**src/shared/tmr_evt_pkg.sv**
```systemverilog
// package: modes, widths, reset values and carrier types of the timer event-flag block
package tmr_evt_pkg;

   localparam int CNT_W    = 16;
   localparam int NUM_CH   = 2;

   // channel modes
   typedef enum logic [2:0] {
      MODE_OFF     = 3'h0,
      MODE_CAPTURE = 3'h1,
      MODE_COMPARE = 3'h3,
      MODE_EDGE_ALIGNED_PWM    = 3'h2
   } chan_mode_t;

   // edge selection for capture
   typedef enum logic [1:0] {
      EDGE_NONE    = 2'h0,
      EDGE_RISING  = 2'h1,
      EDGE_FALLING = 2'h2,
      EDGE_BOTH    = 2'h3
   } edge_sel_t;

   // counter direction states, gray along up -> down
   typedef enum logic [1:0] {
      DIR_UP   = 2'h0,
      DIR_DOWN = 2'h1
   } cnt_dir_t;

   localparam logic [CNT_W-1:0] CNT_RESET  = 16'h0000;
   localparam logic [CNT_W-1:0] MOD_RESET  = 16'hFFFF;
   localparam logic             FLAG_RESET = 1'b0;

   // per-channel configuration carried as one word
   typedef struct packed {
      chan_mode_t             mode;
      edge_sel_t              channel_edge_select;
      logic [CNT_W-1:0]       value;
   } chan_cfg_t;

   // clear handshake from software side: read strobe and clear-write strobe
   typedef struct packed {
      logic status_read;
      logic flag_clear;
   } clr_req_t;

endpackage : tmr_evt_pkg

```
**src/core/chan_event.sv**
```systemverilog
// one timer channel: capture edge detect, compare match, pwm events and its sticky flag
`timescale 1ns/1ps
module chan_event
(
   input  wire logic                         clk_i,
   input  wire logic                         reset_i,
   input  wire tmr_evt_pkg::chan_cfg_t       cfg_i,
   input  wire logic                         center_pwm_select_i,
   input  wire logic [tmr_evt_pkg::CNT_W-1:0] count_i,
   input  wire logic                         tick_i,
   input  wire logic                         pin_i,
   input  wire tmr_evt_pkg::clr_req_t        clr_i,
   output logic                              flag_o,
   output logic                              pin_oe_o
);

   logic pin_q;
   logic flag_q;
   logic armed_q;
   logic rise_w;
   logic fall_w;
   logic cap_hit_w;
   logic match_w;
   logic event_w;
   logic clear_ok_w;

   // edge detect against last sampled level
   assign rise_w  = pin_i & ~pin_q;
   assign fall_w  = ~pin_i & pin_q;
   assign cap_hit_w =
      (cfg_i.channel_edge_select == tmr_evt_pkg::EDGE_RISING  && rise_w) || // [RULE2]
      (cfg_i.channel_edge_select == tmr_evt_pkg::EDGE_FALLING && fall_w) ||
      (cfg_i.channel_edge_select == tmr_evt_pkg::EDGE_BOTH && (rise_w || fall_w));
   // a match is judged only on a counter tick so each count value fires once
   assign match_w = tick_i && (count_i == cfg_i.value);

   // in center mode every channel runs center_aligned_pwm; match fires up and down alike
   assign event_w = center_pwm_select_i ? match_w                          // [RULE6]
                  : (cfg_i.mode == tmr_evt_pkg::MODE_CAPTURE) ? cap_hit_w // [RULE3]
                  : (cfg_i.mode == tmr_evt_pkg::MODE_COMPARE) ? match_w   // [RULE4]
                  : (cfg_i.mode == tmr_evt_pkg::MODE_EDGE_ALIGNED_PWM)    ? match_w   // [RULE5]
                  : 1'b0;

   // clear only takes effect once a status read saw the flag set
   assign clear_ok_w = clr_i.flag_clear && armed_q;

   always_ff @(posedge clk_i)
   begin
      if (reset_i)
      begin
         pin_q   <= 1'b0;
         flag_q  <= tmr_evt_pkg::FLAG_RESET;
         armed_q <= 1'b0;
      end
      else
      begin
         pin_q   <= pin_i;
         flag_q  <= event_w | (flag_q & ~clear_ok_w); // set wins over clear
         if (clr_i.flag_clear)
            armed_q <= 1'b0;
         else if (clr_i.status_read && flag_q)
            armed_q <= 1'b1;
      end
   end

   // pin released to port control until a compare or pwm function owns it
   always_ff @(posedge clk_i)
   begin
      if (reset_i)
         pin_oe_o <= 1'b0; // [RULE8]
      else
         pin_oe_o <= center_pwm_select_i || cfg_i.mode == tmr_evt_pkg::MODE_COMPARE ||
                     cfg_i.mode == tmr_evt_pkg::MODE_EDGE_ALIGNED_PWM;
   end

   assign flag_o = flag_q;

   capture_flag_a: assert property (@(posedge clk_i) disable iff (reset_i) // [RULE3]
      (!center_pwm_select_i && cfg_i.mode == tmr_evt_pkg::MODE_CAPTURE && cap_hit_w)
      |=> flag_q)
      else $error("capture edge did not set flag");

   compare_flag_a: assert property (@(posedge clk_i) disable iff (reset_i) // [RULE4]
      (!center_pwm_select_i && cfg_i.mode == tmr_evt_pkg::MODE_COMPARE && match_w)
      |=> flag_q)
      else $error("compare match did not set flag");

   edge_aligned_pwm_flag_a: assert property (@(posedge clk_i) disable iff (reset_i) // [RULE5]
      (!center_pwm_select_i && cfg_i.mode == tmr_evt_pkg::MODE_EDGE_ALIGNED_PWM && match_w) |=> flag_q)
      else $error("edge pwm match did not set flag");

   edge_none_a: assert property (@(posedge clk_i) disable iff (reset_i) // [RULE2]
      (!center_pwm_select_i && cfg_i.mode == tmr_evt_pkg::MODE_CAPTURE &&
       cfg_i.channel_edge_select == tmr_evt_pkg::EDGE_NONE && !flag_q) |=> !flag_q)
      else $error("disabled capture set flag");

   blind_clear_a: assert property (@(posedge clk_i) disable iff (reset_i) // [RULE9]
      (flag_q && clr_i.flag_clear && !armed_q) |=> flag_q)
      else $error("flag cleared without prior read");

   pin_idle_a: assert property (@(posedge clk_i) disable iff (reset_i) // [RULE8]
      (!center_pwm_select_i && cfg_i.mode == tmr_evt_pkg::MODE_OFF) |=> !pin_oe_o)
      else $error("idle channel owns pin");

endmodule : chan_event

```
**src/core/tmr_event_flags.sv**
```systemverilog
// timer event-flag block: counter with up or up/down mode, overflow flag and channel events
// Functional notes
// RULE1: center mode sets overflow flag at turnaround
// RULE2: edge select: off, rising, falling, both
// RULE3: selected capture edge sets channel flag
// RULE4: compare match sets channel flag
// RULE5: edge pwm match sets channel flag
// RULE6: center pwm flags both matches
// RULE7: center pwm counts up then down
// RULE8: no pin owned by timer after reset
// RULE9: clear needs prior status read
`timescale 1ns/1ps
module tmr_event_flags
#(
   parameter int NUM_CH = tmr_evt_pkg::NUM_CH,
   parameter int PRESC  = 1
)
(
   input  wire logic                               clk_i,
   input  wire logic                               reset_i,
   input  wire logic                               center_pwm_select_i,
   input  wire logic [tmr_evt_pkg::CNT_W-1:0]      modulo_i,
   input  wire tmr_evt_pkg::chan_cfg_t [NUM_CH-1:0] chan_cfg_i,
   input  wire logic [NUM_CH-1:0]                  chan_pin_i,
   input  wire tmr_evt_pkg::clr_req_t              ovf_clr_i,
   input  wire tmr_evt_pkg::clr_req_t [NUM_CH-1:0] chan_clr_i,
   output logic [tmr_evt_pkg::CNT_W-1:0]           count_o,
   output logic                                    counter_overflow_flag_o,
   output logic [NUM_CH-1:0]                       chan_flag_o,
   output logic [NUM_CH-1:0]                       chan_pin_oe_o
);

   localparam int PW = (PRESC > 1) ? $clog2(PRESC) : 1;

   logic [PW-1:0]                  pre_q;
   logic                           tick_w;
   logic [tmr_evt_pkg::CNT_W-1:0]  cnt_q;
   logic [tmr_evt_pkg::CNT_W-1:0]  cnt_d;
   tmr_evt_pkg::cnt_dir_t          dir_q;
   tmr_evt_pkg::cnt_dir_t          dir_d;
   logic                           at_top_w;
   logic                           at_bot_w;
   logic                           turn_w;
   logic                           wrap_w;
   logic                           ovf_q;
   logic                           ovf_armed_q;
   logic                           ovf_set_w;
   logic [NUM_CH-1:0]              flag_w;
   logic [NUM_CH-1:0]              oe_w;

   // divider makes a one-cycle count enable
   assign tick_w = (PRESC <= 1) || (pre_q == PW'(PRESC - 1));

   always_ff @(posedge clk_i)
   begin
      if (reset_i || tick_w)
         pre_q <= '0;
      else
         pre_q <= pre_q + 1'b1;
   end

   // counter next-state: up only, or up to modulo then back down in center mode
   assign at_top_w = (cnt_q >= modulo_i);
   assign at_bot_w = (cnt_q <= 16'h0001);
   assign turn_w   = tick_w && center_pwm_select_i && dir_q == tmr_evt_pkg::DIR_UP && at_top_w;
   assign wrap_w   = tick_w && !center_pwm_select_i && at_top_w;

   always_comb
   begin
      cnt_d = cnt_q;
      dir_d = dir_q;
      if (tick_w)
      begin
         unique case (dir_q)
            tmr_evt_pkg::DIR_UP:
            begin
               if (!at_top_w)
                  cnt_d = cnt_q + 1'b1;
               else if (center_pwm_select_i)
               begin
                  cnt_d = cnt_q - 1'b1; // [RULE7]
                  dir_d = tmr_evt_pkg::DIR_DOWN;
               end
               else
                  cnt_d = tmr_evt_pkg::CNT_RESET;
            end
            tmr_evt_pkg::DIR_DOWN:
            begin
               if (!center_pwm_select_i)
               begin
                  cnt_d = tmr_evt_pkg::CNT_RESET;
                  dir_d = tmr_evt_pkg::DIR_UP;
               end
               else
               begin
                  cnt_d = cnt_q - 1'b1; // [RULE7]
                  if (at_bot_w)
                     dir_d = tmr_evt_pkg::DIR_UP;
               end
            end
            default:
            begin
               cnt_d = tmr_evt_pkg::CNT_RESET;
               dir_d = tmr_evt_pkg::DIR_UP;
            end
         endcase
      end
   end

   always_ff @(posedge clk_i)
   begin
      if (reset_i)
      begin
         cnt_q <= tmr_evt_pkg::CNT_RESET;
         dir_q <= tmr_evt_pkg::DIR_UP;
      end
      else
      begin
         cnt_q <= cnt_d;
         dir_q <= dir_d;
      end
   end

   // overflow at turnaround in center mode, at wrap otherwise
   assign ovf_set_w = turn_w | wrap_w; // [RULE1]

   // two-step clear: read while set arms, next clear write takes effect
   always_ff @(posedge clk_i)
   begin
      if (reset_i)
      begin
         ovf_q       <= tmr_evt_pkg::FLAG_RESET;
         ovf_armed_q <= 1'b0;
      end
      else
      begin
         ovf_q <= ovf_set_w | (ovf_q & ~(ovf_clr_i.flag_clear & ovf_armed_q)); // [RULE9]
         if (ovf_clr_i.flag_clear)
            ovf_armed_q <= 1'b0;
         else if (ovf_clr_i.status_read && ovf_q)
            ovf_armed_q <= 1'b1;
      end
   end

   // channels share the counter and tick
   for (genvar i = 0; i < NUM_CH; i++)
   begin : g_ch
      chan_event u_ch
      (
         .clk_i               (clk_i),
         .reset_i             (reset_i),
         .cfg_i               (chan_cfg_i[i]),
         .center_pwm_select_i (center_pwm_select_i),
         .count_i             (cnt_q),
         .tick_i              (tick_w),
         .pin_i               (chan_pin_i[i]),
         .clr_i               (chan_clr_i[i]),
         .flag_o              (flag_w[i]),
         .pin_oe_o            (oe_w[i])
      );
   end

   assign count_o                 = cnt_q;
   assign counter_overflow_flag_o = ovf_q;
   assign chan_flag_o             = flag_w;
   assign chan_pin_oe_o           = oe_w;

   turn_ovf_a: assert property (@(posedge clk_i) disable iff (reset_i) // [RULE1]
      (center_pwm_select_i && tick_w && dir_q == tmr_evt_pkg::DIR_UP && at_top_w)
      |=> ovf_q && dir_q == tmr_evt_pkg::DIR_DOWN)
      else $error("no overflow flag at turnaround");

   down_count_a: assert property (@(posedge clk_i) disable iff (reset_i) // [RULE7]
      (center_pwm_select_i && tick_w && dir_q == tmr_evt_pkg::DIR_DOWN && cnt_q != 16'h0000)
      |=> cnt_q == $past(cnt_q) - 16'h0001)
      else $error("center mode counter not counting down");

   center_aligned_pwm_match_a: assert property (@(posedge clk_i) disable iff (reset_i) // [RULE6]
      (center_pwm_select_i && tick_w && cnt_q == chan_cfg_i[0].value) |=> chan_flag_o[0])
      else $error("center pwm match missed");

   ovf_blind_a: assert property (@(posedge clk_i) disable iff (reset_i) // [RULE9]
      (ovf_q && ovf_clr_i.flag_clear && !ovf_armed_q) |=> ovf_q)
      else $error("overflow cleared without read");

   // up-only counting: step by one below the terminal value, wrap to zero at it
   up_count_a: assert property (@(posedge clk_i) disable iff (reset_i) // [RULE7]
      (!center_pwm_select_i && tick_w && dir_q == tmr_evt_pkg::DIR_UP && !at_top_w)
      |=> cnt_q == $past(cnt_q) + 16'h0001)
      else $error("up counter did not step");

   up_wrap_a: assert property (@(posedge clk_i) disable iff (reset_i) // [RULE7]
      (!center_pwm_select_i && tick_w && dir_q == tmr_evt_pkg::DIR_UP && at_top_w)
      |=> cnt_q == tmr_evt_pkg::CNT_RESET && ovf_q)
      else $error("up counter did not wrap");

   // leaving center mode must not strand the counter in the down direction
   up_only_a: assert property (@(posedge clk_i) disable iff (reset_i) // [RULE7]
      (!center_pwm_select_i && tick_w) |=> dir_q == tmr_evt_pkg::DIR_UP)
      else $error("counter left counting down outside center mode");

   turn_up_a: assert property (@(posedge clk_i) disable iff (reset_i) // [RULE7]
      (center_pwm_select_i && tick_w && dir_q == tmr_evt_pkg::DIR_DOWN && at_bot_w)
      |=> dir_q == tmr_evt_pkg::DIR_UP)
      else $error("center counter did not turn up at bottom");

   // in center mode the overflow flag may rise only at the top turnaround
   ovf_only_turn_a: assert property (@(posedge clk_i) disable iff (reset_i) // [RULE1]
      (center_pwm_select_i && !turn_w && !ovf_q) |=> !ovf_q)
      else $error("overflow flag set away from turnaround");

   // sticky until an armed clear; an armed clear without a new set empties it
   ovf_hold_a: assert property (@(posedge clk_i) disable iff (reset_i) // [RULE9]
      (ovf_q && !(ovf_clr_i.flag_clear && ovf_armed_q)) |=> ovf_q)
      else $error("overflow flag dropped without armed clear");

   ovf_clear_a: assert property (@(posedge clk_i) disable iff (reset_i) // [RULE9]
      (ovf_armed_q && ovf_clr_i.flag_clear && !ovf_set_w) |=> !ovf_q)
      else $error("armed clear left overflow flag set");

endmodule : tmr_event_flags

```
**config.mk**
```make
export PLATFORM = sky130hd
export DESIGN_NAME = tmr_event_flags
export DESIGN_NICKNAME = d
export VERILOG_FILES = /design/src/shared/tmr_evt_pkg.sv /design/src/core/chan_event.sv /design/src/core/tmr_event_flags.sv
export SDC_FILE = /design/constraint.sdc
export NUM_CORES = 1
export LEC_CHECK = 0
export ABC_CLOCK_PERIOD_IN_PS = 2300
export BUFFER_PORTS_ARGS = -buffer_cell sky130_fd_sc_hd__buf_2
export CORE_MARGIN = 2
export CORE_UTILIZATION = 46
export DETAILED_ROUTE_END_ITERATION = 16
export PLACE_DENSITY = 0.89
export SLEW_MARGIN = 10
export SYNTH_ARGS = -nofsm -noshare
export SYNTH_HDL_FRONTEND = slang
export SYNTH_SLANG_ARGS = --single-unit
```
**constraint.sdc**
```tcl
create_clock -name clk_i -period 2.3 [get_ports clk_i]
set_input_delay 0.46 -clock clk_i [delete_from_list [all_inputs] [get_ports clk_i]]
set_output_delay 0.46 -clock clk_i [all_outputs]
set_load 0.02 [all_outputs]
```
# ---- Word level (Yosys, flattened, before mapping)
# Index checks and enable logic that the tools add are counted.
dict set report word_totals {
  register_bits 28
  latch_bits 0
  ramBits 0
  rom_bits 0
  input_bits 69
  output_inout_bits 21
  wordCells 99
  mem_count 0
}
dict set report op_classes {
  addsub 2
  mul 0
  div 0
  order_cmp 2
  eq_ne 18
  shifts 0
  n_mux 16
  n_bitwise 19
  reduce_logical 30
}
# operator n
set op_table {}
lappend op_table {{$eq 16x16->1} 2}
lappend op_table {{$mux 16} 2}
lappend op_table {{$pmux 16 s2} 1}
lappend op_table {{$add 16x1->16 const B} 1}
lappend op_table {{$ge 16x16->1} 1}
lappend op_table {{$le 16x1->1 const B} 1}
lappend op_table {{$sub 16x1->16 const B} 1}
lappend op_table {{$logic_and 1x1->1} 14}
lappend op_table {{$eq 3x2->1 const B} 4}
lappend op_table {{$logic_or 1x1->1} 10}
lappend op_table {{$and 1x1->1} 8}
lappend op_table {{$eq 2x2->1 const B} 4}
lappend op_table {{$mux 1} 8}
lappend op_table {{$mux 2} 4}
lappend op_table {{$not 1->1} 7}
lappend op_table {{$eq 2x1->1 const B} 3}
lappend op_table {{$eq 3x1->1 const B} 2}
lappend op_table {{$reduce_or 2->1} 3}
lappend op_table {{$ne 2x2->1 const B} 2}
lappend op_table {{$or 1x1->1} 4}
lappend op_table {{$pmux 2 s2} 1}
lappend op_table {{$ne 3x3->1 const B} 1}
lappend op_table {{$reduce_and 3->1} 1}
lappend op_table {{$logic_not 2->1} 1}
lappend op_table {{$logic_not 1->1} 1}

# ---- Logic depth before layout (Yosys ltp)
# Gate-level depths: netlist of run 1.
dict set report depth {
  word_depth 8
  ltp_mapped 9
}

# ---- By module
# From an unflattened synthesis of run 1, not the netlist that was laid out.
dict set report hier_totals {
  hier_cells 308
  area_unflattened_um2 2512.4
}
# module instances cells_per_inst area_each_um2 seq_area_each_um2
set modules_own_cells {}
lappend modules_own_cells {tmr_event_flags 1 218 1711.6 380.4}
lappend modules_own_cells {chan_event 2 45 400.4 80.1}

# ---- Worst setup path after synthesis of run 1
# OpenSTA, ideal clock, no wires.
dict set report synth_timing {
  path_type {register -> register}
  startpoint {register cnt_q, in the netlist count_o[0]}
  endpoint {register cnt_q, in the netlist count_o[3]}
  setup_ns 0.121
  t_arrival_ns 2.266
  required_ns 2.179
  slack_ns -0.088
  stages_incl_launch_ff 10
  path_buffers 2
  path_cell_list {dfxtp_1 -> buf_4 -> inv_1 -> ha_1 -> nor2b_1 -> o21ai_1 -> a311o_1 -> or3_1 -> buf_2 -> mux2_4}
}
dict set report synth_between {
  elab_chain_cells 4
  word_cells_on_any_way 6
}
# element line
set synth_rtl {}
lappend synth_rtl {{start: declaration} tmr_event_flags.sv:37} ;# logic [tmr_evt_pkg::CNT_W-1:0] cnt_q;
lappend synth_rtl {{start signal: assignment} tmr_event_flags.sv:114} ;# cnt_q <= tmr_evt_pkg::CNT_RESET;
lappend synth_rtl {{start signal: assignment} tmr_event_flags.sv:119} ;# cnt_q <= cnt_d;
lappend synth_rtl {{$sub 16x1->16} {tmr_event_flags.sv:81, tmr_event_flags.sv:96}}
lappend synth_rtl {{$mux 16} {tmr_event_flags.sv:79, tmr_event_flags.sv:89}}
lappend synth_rtl {{$mux 16} tmr_event_flags.sv:77} ;# if (!at_top_w)
lappend synth_rtl {{$pmux 16 s2 (*)} tmr_event_flags.sv:74} ;# unique case (dir_q)
# Mark *: on every way between the ends. The rest lies on a longest branch, timed or not.
# A chain may end at the register's enable or synchronous reset.

# ---- Worst setup path after layout of run 1
dict set report layout_timing {
  startpoint {register cnt_q, in the netlist count_o[2]}
  endpoint {register cnt_q, in the netlist count_o[15]}
}
# The elaborated chain is that of the path after synthesis.

==> out/summary.txt, run 1 <==
# nets final: 531
Fin. Hold Viols: 0
# clock sinks: 27
Worst Hold Slack: 344 ps
share of cells above drive strength 1: 29.7%
die width: 80.2 um
fin crit share: 94.4%
initial cell density of the core: 48.1%
power per cell area: 325 mW/mm^2
adder-cell share of the synthesized area: 10.8%
leak pwr: 1.67 nW
largest net degree at the start of global routing: 25
Synth top area share: 20.3%
unrepaired setup endpoints after global routing: no
Syn. warnings: 0
io pins: 90
hold buffers post-CTS: 0
GRT overflow: 0
vias in the first global route: 2949
Post-CTS Setup Repair Bufs: 0
R2R setup slack: 130 ps
syn avg cell area: 7.71 um^2
Max Slew Vio Count: 0
Commonest cells post-synth: inv_1 (29), nand2_1 (29), xor2_1 (29)
critical path arrival: 2400 ps
minimum clock period after layout: 2170 ps
Mapped Cells: 346
Crit. End Element: flop
vias per cell: 5.99
GP Congestion: 1.00
Die Y: 80.2 um
maximum vdd ir drop: 0.226 mV
H-Tree Depth: 1
fraction of the mapped netlist area in simple logic gates: 26.5%
Mapped Area: 0.00267 mm^2
root cell of the clock tree: clkbuf_8
worst-margin pin slew: 635 ps
crit path capture: count_o[15]
Compound-Gate Fraction of Synth Area: 17.0%
clk_lat worst skew: 290 ps
Post-synth EDFFs: 0
final WL: 8.65 mm
Mapped Nets: 438
multiplexer area fraction after synthesis: 0.563%
f_max: 0.460 GHz
Seq cells post-synth: 27
Detailed Routing Iterations Pass 1: 5
RR Startpoint: count_o[2]
post-CTS sizing: 0
# fillers: 495
Hold/Removal Path Class: primary input to flop
Worst Setup SP: count_o[2]
Placed Cells: 506
Clock Path Buffers: 2
post-synth cell types: 49
initial antenna violation count: 0
Area after DPL: 0.00327 mm^2
vias: 3053
Primary FF master, synth: dfxtp_1
die area: 0.00642 mm^2
worst rel slew slack: 57.3%
Critical Path, Cell by Cell: buf_4 > and4_1 > nand4_2 > or4b_1 > a2111o_1 > nand2_1
# diodes: 0
Synth area leader: dfxtp_1
largest fanout on the critical path: 16
Cell Rows: 27
Port Buffers: 89
cell area after layout: 0.00332 mm^2
CP startpoint kind: flop
wire per inst: 17.0 um
combinational family with the most area after synthesis: simple AND/OR/NAND/NOR gates
first-pass GRT wire length: 13.4 mm
Detail Placement HPWL: 6.57 mm
Critical R2R Capture: count_o[15]
asr flop ratio synth: 0%
Worst R2R Path Depth: 6
largest cells by area after synthesis: dfxtp_1 (20%), ha_1 (11%), xor2_1 (9.5%), xnor2_1 (5.3%), inv_1 (4.1%)
post-synthesis xor/xnor area fraction: 14.8%
final setup fails: 0
CTS tree: built
Max Cap Viol: 0
status: completed
DRC: 0
non-filler cells, final: 510
CP required: 2530 ps
Crit path largest cell delay: 530 ps
total track usage: 26.3%
Final ANT Viol Nets: 0
setup tns final: 0 ps
CP max stage cell: or4b_1
CTS buffer count: 3
clk_skew: 7.41 ps
type of the worst setup path: flop to flop
CTS clk-pin slew, worst paths: 110 ps
CORE AREA: 0.00554 mm^2
iteration-0 DRC count of the detailed router: 291
synthesis-to-layout area growth: 24.6%
sequential area share after synthesis: 20.3%
layer usage:
metal	track usage, %	part of all wire [%]
met5	0	0
met4	13.1	3.8
met3	2.70	7.6
met2	46.3	50
met1	31.7	38
stage by stage:
step | util [%] | setup slack, ps | total power, mW
after global routing | 60.0 | 23.0 | 1.13
final | 60.0 | 128 | 1.08
after global placement | 59.0 | -2.67 | 0.776
after floorplan | - | 16.1 | 0.663
after detailed placement | 59.0 | -120 | 0.787
after CTS | 59.9 | 69.9 | 1.08
power breakdown:
part           switching (mW)  total [mW]  leakage, nW  internal [mW]
clock                   0.173       0.295       0.0255          0.122
sequential            0.00733       0.484        0.220          0.477
combinational           0.165       0.301         1.42          0.136
total                   0.346        1.08         1.67          0.735
worst min path at each step:
stage,start,end,cells after the start
after detailed placement,counter_overflow_flag_o,counter_overflow_flag_o,2
after global placement,counter_overflow_flag_o,counter_overflow_flag_o,2
after floorplan,g_ch[0].u_ch.armed_q,g_ch[0].u_ch.armed_q,2
final,chan_clr_i[2],g_ch[1].u_ch.armed_q,2
after global routing,ovf_clr_i[0],ovf_armed_q,2
after CTS,chan_clr_i[2],g_ch[1].u_ch.armed_q,2
kinds of logic (layout without fill, tap and decap cells):
| family | count (synthesis) | in the layout |
|---|---|---|
| AND/OR/NAND/NOR | 128 | 128 |
| XOR/XNOR | 45 | 45 |
| AO/OA/AOI/OAI | 61 | 61 |
| multiplexers | 1 | 1 |
| flip-flops | 27 | 27 |
| adder cells (fa/ha/maj) | 23 | 23 |
| buffers and inverters | 61 | 153 |
worst max-delay path: cells and delay by family (launching register included):
kind	cells	cell delay, ps
and+or+nand+nor	4	1100
AOI/OAI and AO/OA	1	420
DFF	1	370
buffers and inverters	1	230
cell usage in the layout (no fill, tap or decap), drive strengths merged, types with 2 or more instances in the layout:
cell type	n
o32ai	6
inv	29
a2111o	6
clkbuf	3
o311ai	7
xnor2	16
and4	2
o21ai	6
o31ai	7
o211ai	3
a21oi	14
nand4	11
nand3b	3
nor2	18
nand3	11
xor2	29
clkinv	2
nor3	14
buf	119
nor4b	3
ha	23
nand2	29
o22ai	2
or3	6
nor2b	2
dfxtp	27
a211oi	2
a22oi	2
or4	6
nor3b	4
and3	4
nor4	12
state kept, by name, indices dropped and copies added, names as in the netlist:
name	flops
count_o	16
g_ch.u_ch.armed_q	2
g_ch.u_ch.flag_o	2
g_ch.u_ch.pin_oe_o	2
g_ch.u_ch.pin_q	2
counter_overflow_flag_o	1
dir_q	1
ovf_armed_q	1
area by class of cell:
type | instances | area, um^2 | area share, %
multi-input cells | 258 | 1860 | 56.0
repair buffers | 119 | 671 | 20.2
flip-flops and latches | 27 | 544 | 16.4
well taps | 72 | 90.1 | 2.71
clock buffers | 3 | 41.3 | 1.24
inverters | 30 | 113 | 3.39
clock inverters | 1 | 5.00 | 0.151
No activity file was read; power rests on OpenSTA's default activity.
==> run 2: changes to the inputs <==
Settings changed: ABC_CLOCK_PERIOD_IN_PS 2300 to 2000, CORE_UTILIZATION 46 to 51, PLACE_DENSITY 0.89 to 0.93.
Clock period 2.3 ns to 2 ns, I/O delays scaled along.
==> out/summary.txt, run 2 (synthesized netlist as in run 1, its figures left out) <==
GRT overflow: 0 (unchanged)
share of cells above drive strength 1: 44.7% (+15 points)
setup tns final: -809 ps (-809 ps)
die width: 76.3 um (-4.8%)
CP startpoint kind: flop
largest fanout on the critical path: 6 (-10)
CTS tree: built
vias per cell: 6.41 (+7.1%)
unrepaired setup endpoints after global routing: yes
RR Startpoint: count_o[4]
final WL: 10.5 mm (+22%)
CTS buffer count: 3 (unchanged)
vias: 3390 (+11%)
Max Slew Vio Count: 0 (unchanged)
clk_skew: 7.65 ps (+0.237 ps)
sequential cell area: 571 um^2 (+4.8%)
Worst Setup SP: count_o[4]
Worst Hold Slack: 280 ps (-63.1 ps)
worst-margin pin slew: 418 ps (-217 ps)
io pins: 90 (unchanged)
Placed Cells: 522 (+3.2%)
CP required: 2230 ps (-300 ps)
initial antenna violation count: 0 (unchanged)
H-Tree Depth: 1 (unchanged)
root cell of the clock tree: clkbuf_8
Detailed Routing Iterations Pass 1: 5 (unchanged)
most common cell after layout, fill and taps aside: buf_2
Clock Path Buffers: 2 (unchanged)
first-pass GRT wire length: 16.1 mm (+20%)
type of the worst setup path: flop to flop
GP Congestion: 0.976 (-2.7%)
CTS clk-pin slew, worst paths: 100 ps (about the same)
Setup WS post-layout: -164 ps (-292 ps)
wire per inst: 19.9 um (+17%)
R2R setup slack: -160 ps (-290 ps)
Fin. Hold Viols: 0 (unchanged)
die area: 0.00582 mm^2 (-9.3%)
non-filler cells, final: 529 (+3.7%)
power per cell area: 342 mW/mm^2 (+5.1%)
commonest cells after routing, fill and taps aside: buf_2 (89), buf_4 (42), xor2_1 (29)
Crit. End Element: flop
Cell Rows: 26 (-3.7%)
iteration-0 DRC count of the detailed router: 461 (+58%)
f_max: 0.462 GHz (+0.37%)
maximum vdd ir drop: 0.319 mV (+41%)
synthesis-to-layout area growth: 43.7%
max FFs per register: 16 (unchanged)
largest net degree at the start of global routing: 25 (unchanged)
Worst R2R Path Depth: 8 (+2)
# nets final: 552 (+4.0%)
total track usage: 33.8% (+7.5 points)
# clock sinks: 27 (unchanged)
CORE AREA: 0.00507 mm^2 (-8.4%)
vias in the first global route: 3431 (+16%)
status: finished with violations
# fillers: 335 (-32%)
crit path capture: count_o[2]
DRC: 0 (unchanged)
worst rel slew slack: 71.9% (+15 points)
Port Buffers: 89 (unchanged)
Hold/Removal Path Class: primary input to flop
failing checks: negative setup slack
Multi-input gate area: 0.00212 mm^2 (+14%)
Critical R2R Capture: count_o[2]
final setup fails: 13 (+13)
fin crit share: 108% (+14 points)
clk_lat worst skew: 280 ps (about the same)
Die Y: 76.3 um (-4.8%)
leak pwr: 1.81 nW (+8.7%)
critical path arrival: 2390 ps (about the same)
Final ANT Viol Nets: 0 (unchanged)
# diodes: 0 (unchanged)
minimum clock period after layout: 2160 ps (-7.95 ps)
initial cell density of the core: 52.6% (+4.4 points)
Max Cap Viol: 0 (unchanged)
Detail Placement HPWL: 7.13 mm (+8.4%)
-- run 2: layer usage --
metal	global-route usage, %	up-vias	share of wire [%]	wire (um)
li1	-	1471	-	-
met1	39.8	1568	35	3730
met2	56.6	259	47	4950
met3	5.81	92	11	1170
met4	21.5	0	6.6	692
met5	0	-	0	0
-- run 2: what timing repair did --
action | 4_1_cts | 5_1_grt
setup endpoints to repair | 16 | 17
gates resized for setup | 28 | 17
hold buffers | 0 | 0
cloned | 1 | 0
buffers inserted | 2 | 0
pin swaps | 8 | 2
hold endpoints to repair | 0 | 0
-- run 2: area by class of cell --
type	instances	area share, %
well taps	70	2.29
clock inverters	1	0.131
inverters	30	3.13
flip-flops and latches	27	14.9
repair buffers	140	23.0
clock buffers	3	1.08
multi-input cells	258	55.4
-- run 2: worst min-delay path by stage --
stage,start,endpoint,slack [ps],depth (start not counted)
finish,chan_clr_i[2],g_ch[1].u_ch.armed_q,280,2
global route,chan_clr_i[2],g_ch[1].u_ch.armed_q,280,2
CTS,chan_clr_i[2],g_ch[1].u_ch.armed_q,280,2
detailed placement,counter_overflow_flag_o,counter_overflow_flag_o,470,2
global placement,counter_overflow_flag_o,counter_overflow_flag_o,470,2
floorplan,chan_clr_i[0],g_ch[0].u_ch.armed_q,480,1
-- run 2: where the power goes --
part	internal (mW)	switching (mW)
Clock	0.140	0.185
Sequential	0.545	0.00789
Combinational	0.198	0.235
-- run 2: critical path, cell delays in order (launching register included) --
cell	delay [ps]
dfxtp_4	360
ha_4	170
nor4_4	270
o21ai_1	100
a311o_1	340
buf_4	190
buf_4	140
nor4_1	370
or3_1	170
-- run 2: metrics by stage --
step	setup WS, ps	util [%]	area, um^2	total power, mW
2_1_floorplan	-154	-	2820	0.774
3_3_place_gp	-245	70.2	3560	0.924
3_5_place_dp	-426	70.2	3560	0.947
4_1_cts	-54.4	73.9	3750	1.28
5_1_grt	-194	75.5	3830	1.35
6_report	-164	75.5	3830	1.31
